### src/tio_regs.svh
`ifndef TIO_REGS_SVH
`define TIO_REGS_SVH
`define TIO_NPINS 32
`define TIO_NPORTS 5
`define TIO_NCLKB 6
`define TIO_W0 1
`define TIO_W1 4
`define TIO_W2 8
`define TIO_W3 16
`define TIO_W4 32
`define TIO_LINK_LO 24
`define TIO_PULL_CLKS 750000
`define TIO_CFG_EN 0
`define TIO_CFG_OUT 1
`define TIO_CFG_CLK 2
`define TIO_CFG_COND 5
`define TIO_CFG_STB 6
`define TIO_CB_SRC 8
`define TIO_TIME_ARM 16
`define TIO_CLK_RST 3'h0
`endif

### src/tio_pkg.sv
package tio_pkg;
	typedef enum logic [2:0] {
		OP_NOP, OP_CFG, OP_OUT, OP_IN, OP_TIME, OP_COND, OP_CNT, OP_CLKB
	} tio_op_t;
	typedef struct packed {
		logic valid;
		tio_op_t op;
		logic [2:0] sel;
		logic [31:0] data;
	} tio_cmd_t;
	typedef struct packed {
		logic valid;
		logic ok;
		logic [31:0] data;
		logic [15:0] stamp;
	} tio_rsp_t;
	typedef struct packed {
		logic en;
		logic out;
		logic [2:0] clk;
		logic cond;
		logic stb;
	} tio_cfg_t;
	typedef enum logic {ST_IDLE, ST_RUN} tio_st_t;
endpackage : tio_pkg

### src/tio_port_unit.sv
// Function
// - All pins of a port share one direction
// - Ports of widths 1, 4, 8, 16, 32
// - Drive pins or sample, optionally on condition
// - Each port instruction completes in one cycle
// - Data passes serdes plus transfer register
// - 16-bit counter times each pin transfer
// - Counter readable; transfers delayable to set time
// - Counter captured as timestamp on each transfer
// - Enabled link disconnects its shared port pins
// - Narrower enabled port wins shared pins
// - Unshared pins stay with the wider port
// - Port always transfers at its own width
// - Six clock blocks; block zero is reference
// - Clock block may take one-bit port clock
// - Strobe in accepted, strobe out with data
// - Reset attaches every port to block zero
// - Pin events go straight to the tile
// - Pins float in reset, pulls enable later
`timescale 1ns/10ps
`default_nettype none
`include "tio_regs.svh"

module tio_port #(parameter int W = 1) (
	input wire logic i_core_clk,
	input wire logic i_rst_b,
	input var tio_pkg::tio_cmd_t i_cmd,
	input wire logic [5:0] i_ticks,
	input wire logic [31:0] i_pins,
	input wire logic i_strobe_in,
	output tio_pkg::tio_cfg_t o_cfg,
	output logic [31:0] o_drive,
	output logic o_strobe_out,
	output logic o_event,
	output tio_pkg::tio_rsp_t o_rsp
);
	localparam int N = 32 / W;
	localparam logic [31:0] MASK = 32'((33'h1 << W) - 33'h1);
	localparam tio_pkg::tio_st_t ST_IDLE = tio_pkg::ST_IDLE;
	localparam tio_pkg::tio_st_t ST_RUN = tio_pkg::ST_RUN;
	tio_pkg::tio_cfg_t cfg_q, cfg_d;
	tio_pkg::tio_st_t st_q, st_d;
	tio_pkg::tio_rsp_t rsp_q, rsp_d;
	logic [15:0] cnt_q, cnt_d, ts_q, ts_d, time_q, time_d;
	logic timed_q, timed_d, full_q, full_d, stb_q, stb_d, ev_q, ev_d;
	logic [31:0] xfer_q, xfer_d, sh_q, sh_d, drv_q, drv_d, cond_q, cond_d;
	logic [5:0] n_q, n_d;
	logic tick, go, cond_ok, sample, done;

	function automatic logic [31:0] shift_in(input logic [31:0] s, input logic [31:0] p);
		shift_in = (s >> W) | (p << (32 - W));
	endfunction : shift_in

	always_comb begin
		cfg_d = cfg_q;
		st_d = st_q;
		rsp_d = '0;
		cnt_d = cnt_q;
		ts_d = ts_q;
		time_d = time_q;
		timed_d = timed_q;
		full_d = full_q;
		xfer_d = xfer_q;
		sh_d = sh_q;
		drv_d = drv_q;
		cond_d = cond_q;
		n_d = n_q;
		stb_d = 1'b0;
		ev_d = 1'b0;
		done = 1'b0;
		tick = (cfg_q.clk < 3'h6) ? i_ticks[cfg_q.clk] : 1'b0;
		if (tick) begin
			cnt_d = cnt_q + 16'h0001;
		end
		go = tick && cfg_q.en && (!timed_q || cnt_q == time_q);
		cond_ok = !cfg_q.cond || ((i_pins ^ cond_q) & MASK) == 32'h0000_0000;
		sample = 1'b0;
		if (cfg_q.out) begin
			if (st_q == ST_IDLE && full_q && go) begin
				sh_d = xfer_q;
				full_d = 1'b0;
				timed_d = 1'b0;
				ts_d = cnt_q;
				n_d = '0;
				st_d = ST_RUN;
			end else if (st_q == ST_RUN && tick) begin
				drv_d = sh_q & MASK;
				sh_d = sh_q >> W;
				stb_d = cfg_q.stb;
				n_d = n_q + 6'h01;
				if (n_q == 6'(N - 1)) begin
					st_d = ST_IDLE;
				end
			end
		end else begin
			// Strobe-qualified sampling lets slow external logic pace the input
			if (st_q == ST_IDLE && go && cond_ok && (!cfg_q.stb || i_strobe_in)) begin
				sample = 1'b1;
				timed_d = 1'b0;
				ts_d = cnt_q;
				n_d = '0;
			end else if (st_q == ST_RUN && tick && (!cfg_q.stb || i_strobe_in)) begin
				sample = 1'b1;
			end
			if (sample) begin
				sh_d = shift_in(sh_q, i_pins);
				n_d = (st_q == ST_IDLE) ? 6'h01 : n_q + 6'h01;
				st_d = ST_RUN;
				if ((st_q == ST_IDLE ? 6'h00 : n_q) == 6'(N - 1)) begin
					xfer_d = shift_in(sh_q, i_pins);
					full_d = 1'b1;
					done = 1'b1;
					ev_d = 1'b1;
					st_d = ST_IDLE;
				end
			end
		end
		if (i_cmd.valid) begin
			rsp_d.valid = 1'b1;
			rsp_d.ok = 1'b1;
			rsp_d.stamp = ts_q;
			unique case (i_cmd.op)
				tio_pkg::OP_CFG: begin
					cfg_d.en = i_cmd.data[`TIO_CFG_EN];
					cfg_d.out = i_cmd.data[`TIO_CFG_OUT];
					cfg_d.clk = i_cmd.data[`TIO_CFG_CLK +: 3];
					cfg_d.cond = i_cmd.data[`TIO_CFG_COND];
					cfg_d.stb = i_cmd.data[`TIO_CFG_STB];
					st_d = ST_IDLE;
					full_d = 1'b0;
				end
				tio_pkg::OP_OUT: begin
					rsp_d.ok = !full_d;
					if (!full_d) begin
						xfer_d = i_cmd.data;
						full_d = 1'b1;
					end
				end
				tio_pkg::OP_IN: begin
					rsp_d.ok = full_q;
					rsp_d.data = xfer_q;
					// A word landing in this same cycle is kept, not cleared
					if (!done) begin
						full_d = 1'b0;
					end
				end
				tio_pkg::OP_TIME: begin
					time_d = i_cmd.data[15:0];
					timed_d = i_cmd.data[`TIO_TIME_ARM];
				end
				tio_pkg::OP_COND: cond_d = i_cmd.data;
				tio_pkg::OP_CNT: rsp_d.data = {16'h0000, cnt_q};
				default: rsp_d.ok = 1'b0;
			endcase
		end
	end

	always_ff @(posedge i_core_clk or negedge i_rst_b) begin
		if (!i_rst_b) begin
			cfg_q <= '{en: 1'b0, out: 1'b0, clk: `TIO_CLK_RST, cond: 1'b0, stb: 1'b0};
			st_q <= ST_IDLE;
			rsp_q <= '0;
			cnt_q <= 16'h0000;
			ts_q <= 16'h0000;
			time_q <= 16'h0000;
			timed_q <= 1'b0;
			full_q <= 1'b0;
			xfer_q <= 32'h0000_0000;
			sh_q <= 32'h0000_0000;
			drv_q <= 32'h0000_0000;
			cond_q <= 32'h0000_0000;
			n_q <= 6'h00;
			stb_q <= 1'b0;
			ev_q <= 1'b0;
		end else begin
			cfg_q <= cfg_d;
			st_q <= st_d;
			rsp_q <= rsp_d;
			cnt_q <= cnt_d;
			ts_q <= ts_d;
			time_q <= time_d;
			timed_q <= timed_d;
			full_q <= full_d;
			xfer_q <= xfer_d;
			sh_q <= sh_d;
			drv_q <= drv_d;
			cond_q <= cond_d;
			n_q <= n_d;
			stb_q <= stb_d;
			ev_q <= ev_d;
		end
	end

	assign o_cfg = cfg_q;
	assign o_drive = drv_q;
	assign o_strobe_out = stb_q;
	assign o_event = ev_q;
	assign o_rsp = rsp_q;

	a_cmd_one_cycle: assert property (@(posedge i_core_clk) disable iff (!i_rst_b)
		i_cmd.valid |=> o_rsp.valid) else $error("port command not answered next cycle");
	a_cnt_step: assert property (@(posedge i_core_clk) disable iff (!i_rst_b)
		tick |=> cnt_q == $past(cnt_q) + 16'h0001) else $error("counter missed a tick");
	a_timed_start: assert property (@(posedge i_core_clk) disable iff (!i_rst_b)
		(st_q == ST_IDLE && st_d == ST_RUN && timed_q && !i_cmd.valid) |-> cnt_q == time_q)
		else $error("timed transfer began off its time");
	a_stamp_take: assert property (@(posedge i_core_clk) disable iff (!i_rst_b)
		(st_q == ST_IDLE && st_d == ST_RUN && !i_cmd.valid) |=> ts_q == $past(cnt_q))
		else $error("timestamp not captured");
	a_strobe_data: assert property (@(posedge i_core_clk) disable iff (!i_rst_b)
		o_strobe_out |-> $past(cfg_q.stb && st_q == ST_RUN && tick))
		else $error("strobe without output data");
	a_word_count: assert property (@(posedge i_core_clk) disable iff (!i_rst_b)
		done |-> (st_q == ST_IDLE ? 6'h00 : n_q) == 6'(N - 1)) else $error("word width wrong");
	c_timed_out: cover property (@(posedge i_core_clk) disable iff (!i_rst_b)
		cfg_q.out && timed_q && st_d == ST_RUN);
	c_in_word: cover property (@(posedge i_core_clk) disable iff (!i_rst_b) done && cfg_q.cond);
endmodule : tio_port

module tio_port_unit #(parameter int PULL_CYCLES = `TIO_PULL_CLKS) (
	input wire logic i_core_clk,
	input wire logic i_rst_b,
	input var tio_pkg::tio_cmd_t i_cmd,
	input wire logic i_link_en,
	input wire logic [31:0] i_pins,
	input wire logic [4:0] i_strobe_in,
	output tio_pkg::tio_rsp_t o_rsp,
	output logic [31:0] o_pins,
	output logic [31:0] o_pins_oe,
	output logic [4:0] o_strobe_out,
	output logic [4:0] o_event,
	output logic o_pull_en
);
	localparam int PW [5] = '{`TIO_W0, `TIO_W1, `TIO_W2, `TIO_W3, `TIO_W4};
	logic [31:0] pin_s1_q, pin_s2_q, pins_q, pins_d, oe_q, oe_d;
	logic [4:0] stb_s1_q, stb_s2_q;
	// Strobe is retimed to leave with the pin register, not a cycle ahead of it
	logic [4:0] stb_raw, stb_out_q;
	logic clk_pin_q, pull_q, pull_d;
	logic [19:0] pull_cnt_q, pull_cnt_d;
	logic [7:0] div_q [6], div_d [6], cb_cnt_q [6], cb_cnt_d [6];
	logic [5:0] src_q, src_d, ticks;
	logic [31:0] drv [5];
	tio_pkg::tio_cfg_t cfg [5];
	tio_pkg::tio_rsp_t rsp [5];

	for (genvar k = 0; k < `TIO_NPORTS; k++) begin : g_port
		tio_pkg::tio_cmd_t pcmd;
		assign pcmd = '{valid: i_cmd.valid && i_cmd.sel == 3'(k) && i_cmd.op != tio_pkg::OP_CLKB,
			op: i_cmd.op, sel: i_cmd.sel, data: i_cmd.data};
		tio_port #(.W(PW[k])) u_port (
			.i_core_clk(i_core_clk),
			.i_rst_b(i_rst_b),
			.i_cmd(pcmd),
			.i_ticks(ticks),
			.i_pins(pin_s2_q),
			.i_strobe_in(stb_s2_q[k]),
			.o_cfg(cfg[k]),
			.o_drive(drv[k]),
			.o_strobe_out(stb_raw[k]),
			.o_event(o_event[k]),
			.o_rsp(rsp[k])
		);
	end

	always_comb begin
		logic found;
		found = 1'b0;
		pins_d = '0;
		oe_d = '0;
		for (int i = 0; i < `TIO_NPINS; i++) begin
			found = 1'b0;
			for (int k = 0; k < `TIO_NPORTS; k++) begin
				if (!found && cfg[k].en && i < PW[k]) begin
					found = 1'b1;
					oe_d[i] = cfg[k].out;
					pins_d[i] = drv[k][i];
				end
			end
			if (i_link_en && i >= `TIO_LINK_LO) begin
				oe_d[i] = 1'b0;
			end
		end
		pull_cnt_d = pull_cnt_q;
		pull_d = pull_q;
		if (pull_cnt_q < 20'(PULL_CYCLES)) begin
			pull_cnt_d = pull_cnt_q + 20'h00001;
		end else begin
			pull_d = 1'b1;
		end
		src_d = src_q;
		for (int b = 0; b < `TIO_NCLKB; b++) begin
			div_d[b] = div_q[b];
			// Block zero stays on the reference so a reset port always runs
			ticks[b] = (b == 0) ? 1'b1 : (src_q[b] ? (pin_s2_q[0] && !clk_pin_q)
				: cb_cnt_q[b] == div_q[b]);
			cb_cnt_d[b] = ticks[b] ? 8'h00 : cb_cnt_q[b] + 8'h01;
			if (i_cmd.valid && i_cmd.op == tio_pkg::OP_CLKB && i_cmd.sel == 3'(b) && b != 0) begin
				div_d[b] = i_cmd.data[7:0];
				src_d[b] = i_cmd.data[`TIO_CB_SRC];
			end
		end
		o_rsp = '0;
		for (int k = 0; k < `TIO_NPORTS; k++) begin
			o_rsp = o_rsp | rsp[k];
		end
	end

	always_ff @(posedge i_core_clk or negedge i_rst_b) begin
		if (!i_rst_b) begin
			pin_s1_q <= '0;
			pin_s2_q <= '0;
			stb_s1_q <= '0;
			stb_s2_q <= '0;
			stb_out_q <= '0;
			clk_pin_q <= 1'b0;
			pins_q <= '0;
			oe_q <= '0;
			pull_q <= 1'b0;
			pull_cnt_q <= 20'h00000;
			src_q <= 6'h00;
			for (int b = 0; b < `TIO_NCLKB; b++) begin
				div_q[b] <= 8'h00;
				cb_cnt_q[b] <= 8'h00;
			end
		end else begin
			pin_s1_q <= i_pins;
			pin_s2_q <= pin_s1_q;
			stb_s1_q <= i_strobe_in;
			stb_s2_q <= stb_s1_q;
			stb_out_q <= stb_raw;
			clk_pin_q <= pin_s2_q[0];
			pins_q <= pins_d;
			oe_q <= oe_d;
			pull_q <= pull_d;
			pull_cnt_q <= pull_cnt_d;
			src_q <= src_d;
			div_q <= div_d;
			cb_cnt_q <= cb_cnt_d;
		end
	end

	assign o_pins = pins_q;
	assign o_strobe_out = stb_out_q;
	assign o_pins_oe = oe_q;
	assign o_pull_en = pull_q;

	a_link_off: assert property (@(posedge i_core_clk) disable iff (!i_rst_b)
		$past(i_link_en) |-> o_pins_oe[31:24] == 8'h00) else $error("link pins still driven");
	a_narrow_wins: assert property (@(posedge i_core_clk) disable iff (!i_rst_b)
		(cfg[0].en && !cfg[0].out && !i_link_en) |=> !o_pins_oe[0]) else $error("wide port took pin");
	a_pull_late: assert property (@(posedge i_core_clk) disable iff (!i_rst_b)
		o_pull_en |-> pull_cnt_q == 20'(PULL_CYCLES)) else $error("pulls enabled early");
	c_link_on: cover property (@(posedge i_core_clk) disable iff (!i_rst_b) i_link_en && oe_d != '0);
	c_pin_clock: cover property (@(posedge i_core_clk) disable iff (!i_rst_b) src_q[1] && ticks[1]);
endmodule : tio_port_unit

`default_nettype wire

### config.mk
export PLATFORM = sky130hd
export DESIGN_NAME = tio_port_unit
export DESIGN_NICKNAME = d
export VERILOG_FILES = /design/src/tio_pkg.sv /design/src/tio_port_unit.sv
export VERILOG_INCLUDE_DIRS = /design/src /design/src/src
export SDC_FILE = /design/constraint.sdc
export NUM_CORES = 2
export LEC_CHECK = 0
export ABC_AREA = 1
export BUFFER_PORTS_ARGS = -buffer_cell sky130_fd_sc_hd__buf_2
export CORE_UTILIZATION = 60
export CTS_CLUSTER_DIAMETER = 100
export CTS_CLUSTER_SIZE = 25
export DETAILED_ROUTE_END_ITERATION = 8
export PLACE_DENSITY = 0.86
export SLEW_MARGIN = 20
export SYNTH_ARGS = -nofsm -noshare
export SYNTH_HDL_FRONTEND = slang
export SYNTH_SLANG_ARGS = --single-unit
### constraint.sdc
create_clock -name i_core_clk -period 2.3 [get_ports i_core_clk]
set_input_delay 0.46 -clock i_core_clk [delete_from_list [all_inputs] [get_ports i_core_clk]]
set_output_delay 0.46 -clock i_core_clk [all_outputs]
set_load 0.01 [all_outputs]
==> impl_metrics.yaml <==
worst_setup_path:
  endpoint_kind: "flop"
  cp_max_fo: 8
  crit_type: "reg -> reg"
  timing.rr.start: "g_port[1].u_port.cnt_q[9]"
  rr_endpoint: "g_port[1].u_port.xfer_q[5]"
  r2r_setup_slack_ns: -0.51
  slowest_stage: "dfrtp_1"
  worstPathArrival_ns: 3.40
  worstPathRequired_ns: 2.89
  path_cells: "xnor2_1, nand4_1, nor2_1, nand4_1, a21oi_2, nand2_4, o21ai_4, buf_6, nand4_1, buf_6, clkbuf_16, nand2_1, nand2_1"
  crit_cells: 13
  path_buf_inv: 3
  reg2reg_depth: 13
  cp-start-kind: "flop"
  cp_top_family: "simple AND/OR/NAND/NOR gates"
  critPathMostFrequentCell: "nand4_1"
  cp_slowest_stage_delay_ns: 0.41
synth:
  ys_seq_area_share_pct: 56.6
  synth.area.top_cells: "dfrtp_1 57%, nand2_1 14%, o21ai_0 4.5%"
  synth_most_common_cell: "nand2_1"
  synth_top_area_share_pct: 56.6
  synthTopCellsByCount: "1983 x nand2_1, 1246 x dfrtp_1, 629 x inv_1"
  synthAdderAreaFrac_pct: 0.409
  syn_nets: 6465
  syn_avg_cell_area_sq_um: 8.65
  yosys.area_share.simple_pct: 22.9
  yosys.area.top_type: "dfrtp_1"
  synthMuxAreaShare_pct: 0.552
  synth_edf_count: 0
  syn_inst: 6368
  synth_xor_area_share_pct: 3.88
  ys_seq_elements: 1246
  syn_area_sq_um: 55100
  ys_async_sr_fraction_pct: 100
  synth_cell_types: 55
  synth_compound_area_share_pct: 8.17
  ys_warn_count: 0
  ys.flop_type: "dfrtp_1"
  synth_top_family_by_area: "simple AND/OR/NAND/NOR gates"
power_and_ir_drop:
  p_leak_nw: 34.0
  power.density_nw_per_um2: 792
  peakVddDrop_mv: 0.932
placement:
  placedInstanceArea_sq_um: 61200
  port_buffers: 203
  hpwl_microns: 126000
  place_congestion: 1.03
  dp.cells: 7984
die:
  dieArea_sq_um: 93000
  coreArea_sq_um: 90400
  die_h_microns: 305
  io_pins: 204
  initial_core_util_pct: 60.9
  rows: 110
  die_x_microns: 305
global_route:
  grt_max_degree: 104
  antenna_found_initial: 10
  track_usage_pct: 38.0
  grt_pass1_vias: 46200
  grt_overflow_total: 0
  grt_pass1_wl_microns: 268000
min_path:
  worstHoldEndpoint: "g_port[3].u_port.xfer_q[26]"
  holdPathStages: 3
  hp-start: "i_cmd[26]"
  holdCritPathClass: "in -> reg"
drt:
  ant_nets: 0
  vias_per_cell: 5.98
  drc: 0
  routed_wl_microns: 187000
  drtPass1Iterations: 9
  drt_iter0_drc: 7296
  wl_per_cell_microns: 22.8
  num_vias: 49100
final_layout:
  seq_area_sq_um: 31200
  instances_no_fill: 8209
  multi_input_comb_area_sq_um: 21400
  drive_gt1_share_pct: 20.2
  final_util_pct: 73.8
  layout.nets: 7119
  fill_cells: 5914
  final_design_area_no_fill_sq_um: 66700
  syn2layout_area_growth_pct: 21.2
timing:
  fin_setup_tns_ns: -144.30
  worst_slew_pin_slew_ns: 0.823
  finClkSkew_ns: 0.0517
  setup_viol: 570
  post-route-period-util_pct: 122
  slew_viol_final: 0
  worst_slack_ns: -0.512
  holdWs_ns: 0.116
  fmax_mhz: 356
  slew_headroom_pct: 45.1
  rsz0062_at_grt: "true"
  timing.final.hold_violations: 0
  post-route-min-period_ns: 2.81
clocking:
  cts.path.max_buffers: 3
  cts_made_buffers: 56
  htree_levels: 2
  root_buffer: "clkbuf_16"
  cts_tree: "built"
  clk_pin_slew_ns: 0.11
  clock_latency_ns: 0.71
  clock_sinks: 1246
outcome:
  violations: "negative setup slack"
  outcome: "finished, violations left"
job:
  maxCapViolations: 0
[stage by stage]
stage	setup WS, ns	total power [mW]
2_1_floorplan	0.115	33.8
3_3_place_gp	-0.243	39.1
3_5_place_dp	-0.322	39.6
4_1_cts	-0.235	51.2
5_1_grt	-0.603	54.9
6_report	-0.512	52.8
[cell families after synthesis]
| group | after synthesis |
|---|---|
| mux | 27 |
| flops | 1246 |
| simple gates | 3005 |
| fa+ha+maj | 18 |
| xor+xnor | 244 |
| buf+inv | 989 |
| compound gates | 839 |
[layout by cell type, fill, tap and decap left out, types with 25 or more instances in the layout]
| cell | netlist | layout |
|---|---|---|
| buf_2 | 83 | 202 |
| dlygate4sd3_1 | 0 | 39 |
| clkbuf_16 | 0 | 81 |
| o22ai_1 | 77 | 77 |
| buf_4 | 52 | 486 |
| o21ai_0 | 495 | 446 |
| inv_2 | 30 | 29 |
| a21oi_1 | 39 | 30 |
| nand2_4 | 4 | 68 |
| inv_1 | 629 | 626 |
| nand2_2 | 16 | 154 |
| nand4_1 | 51 | 51 |
| mux2_2 | 27 | 27 |
| buf_12 | 0 | 94 |
| nand3_1 | 320 | 295 |
| dfrtp_1 | 1246 | 1242 |
| o21ai_2 | 16 | 51 |
| nand2_1 | 1983 | 1779 |
| nor2_1 | 375 | 354 |
| nor3_1 | 124 | 120 |
| o21ai_1 | 150 | 156 |
| o211ai_1 | 25 | 25 |
| xor2_1 | 128 | 127 |
| buf_6 | 12 | 49 |
| nor3b_1 | 48 | 48 |
| xnor2_1 | 116 | 111 |
[per-layer routing]
layer  global-route usage (%)  wire, microns  up-vias
met5                        0             13        -
met4                     22.0          14700        2
met3                     9.07          22900      861
met2                     57.9          83000     3405
met1                     49.9          66200    23500
li1                         -              -    21300
[where the power goes]
| group | total [mW] | switching, mW | internal (mW) |
|---|---|---|---|
| registers | 27.3 | 2.55 | 24.8 |
| logic | 14.0 | 8.31 | 5.71 |
| clock network | 11.5 | 7.01 | 4.47 |
[registers in the layout, summed over array words and instances, names as in the netlist, 30 cells and up]
name and flops:
g_port.u_port.o_cfg 35, cb_cnt_q 40, g_port.u_port.xfer_q 160, g_port.u_port.sh_q 160, g_port.u_port.o_drive 61, o_pins 32, div_q 40, g_port.u_port.cnt_q 80
g_port.u_port.time_q 80, pin_s2_q 32, g_port.u_port.n_q 30, pin_s1_q 32, g_port.u_port.ts_q 80, g_port.u_port.cond_q 61, g_port.u_port.o_rsp 250
[worst min-delay path, delay by kind of cell]
family	cells	cell delay, ns
buffers and inverters	1	0.19
and+or+nand+nor	2	0.15
[cell type report]
cell class | count | area share, %
multi-input cells | 4133 | 32.1
clock buffers | 57 | 2.12
repair buffers | 921 | 12.9
well taps | 1176 | 2.21
clock inverters | 6 | 0.116
inverters | 664 | 3.78
flip-flops and latches | 1246 | 46.7
diodes | 6 | 0.0225
[worst max path at each step]
stage	from	endpoint
floorplan	i_cmd[37]	g_port[3].u_port.cond_q[2]
global placement	pin_s2_q[0]	g_port[4].u_port.xfer_q[23]
detailed placement	g_port[4].u_port.time_q[12]	g_port[4].u_port.xfer_q[25]
CTS	cb_cnt_q[21]	g_port[0].u_port.ts_q[3]
global route	g_port[1].u_port.cnt_q[8]	g_port[1].u_port.xfer_q[13]
finish	g_port[1].u_port.cnt_q[9]	g_port[1].u_port.xfer_q[5]
[timing repair]
action / in CTS / in global routing
hold buffers: 39 / 0
gates resized for setup: 155 / 455
hold endpoints to repair: 83 / 0
pin swaps: 42 / 161
buffers inserted: 34 / 48
setup endpoints to repair: 576 / 604
cloned: 13 / 33
Power figures use the tool's default switching activity.
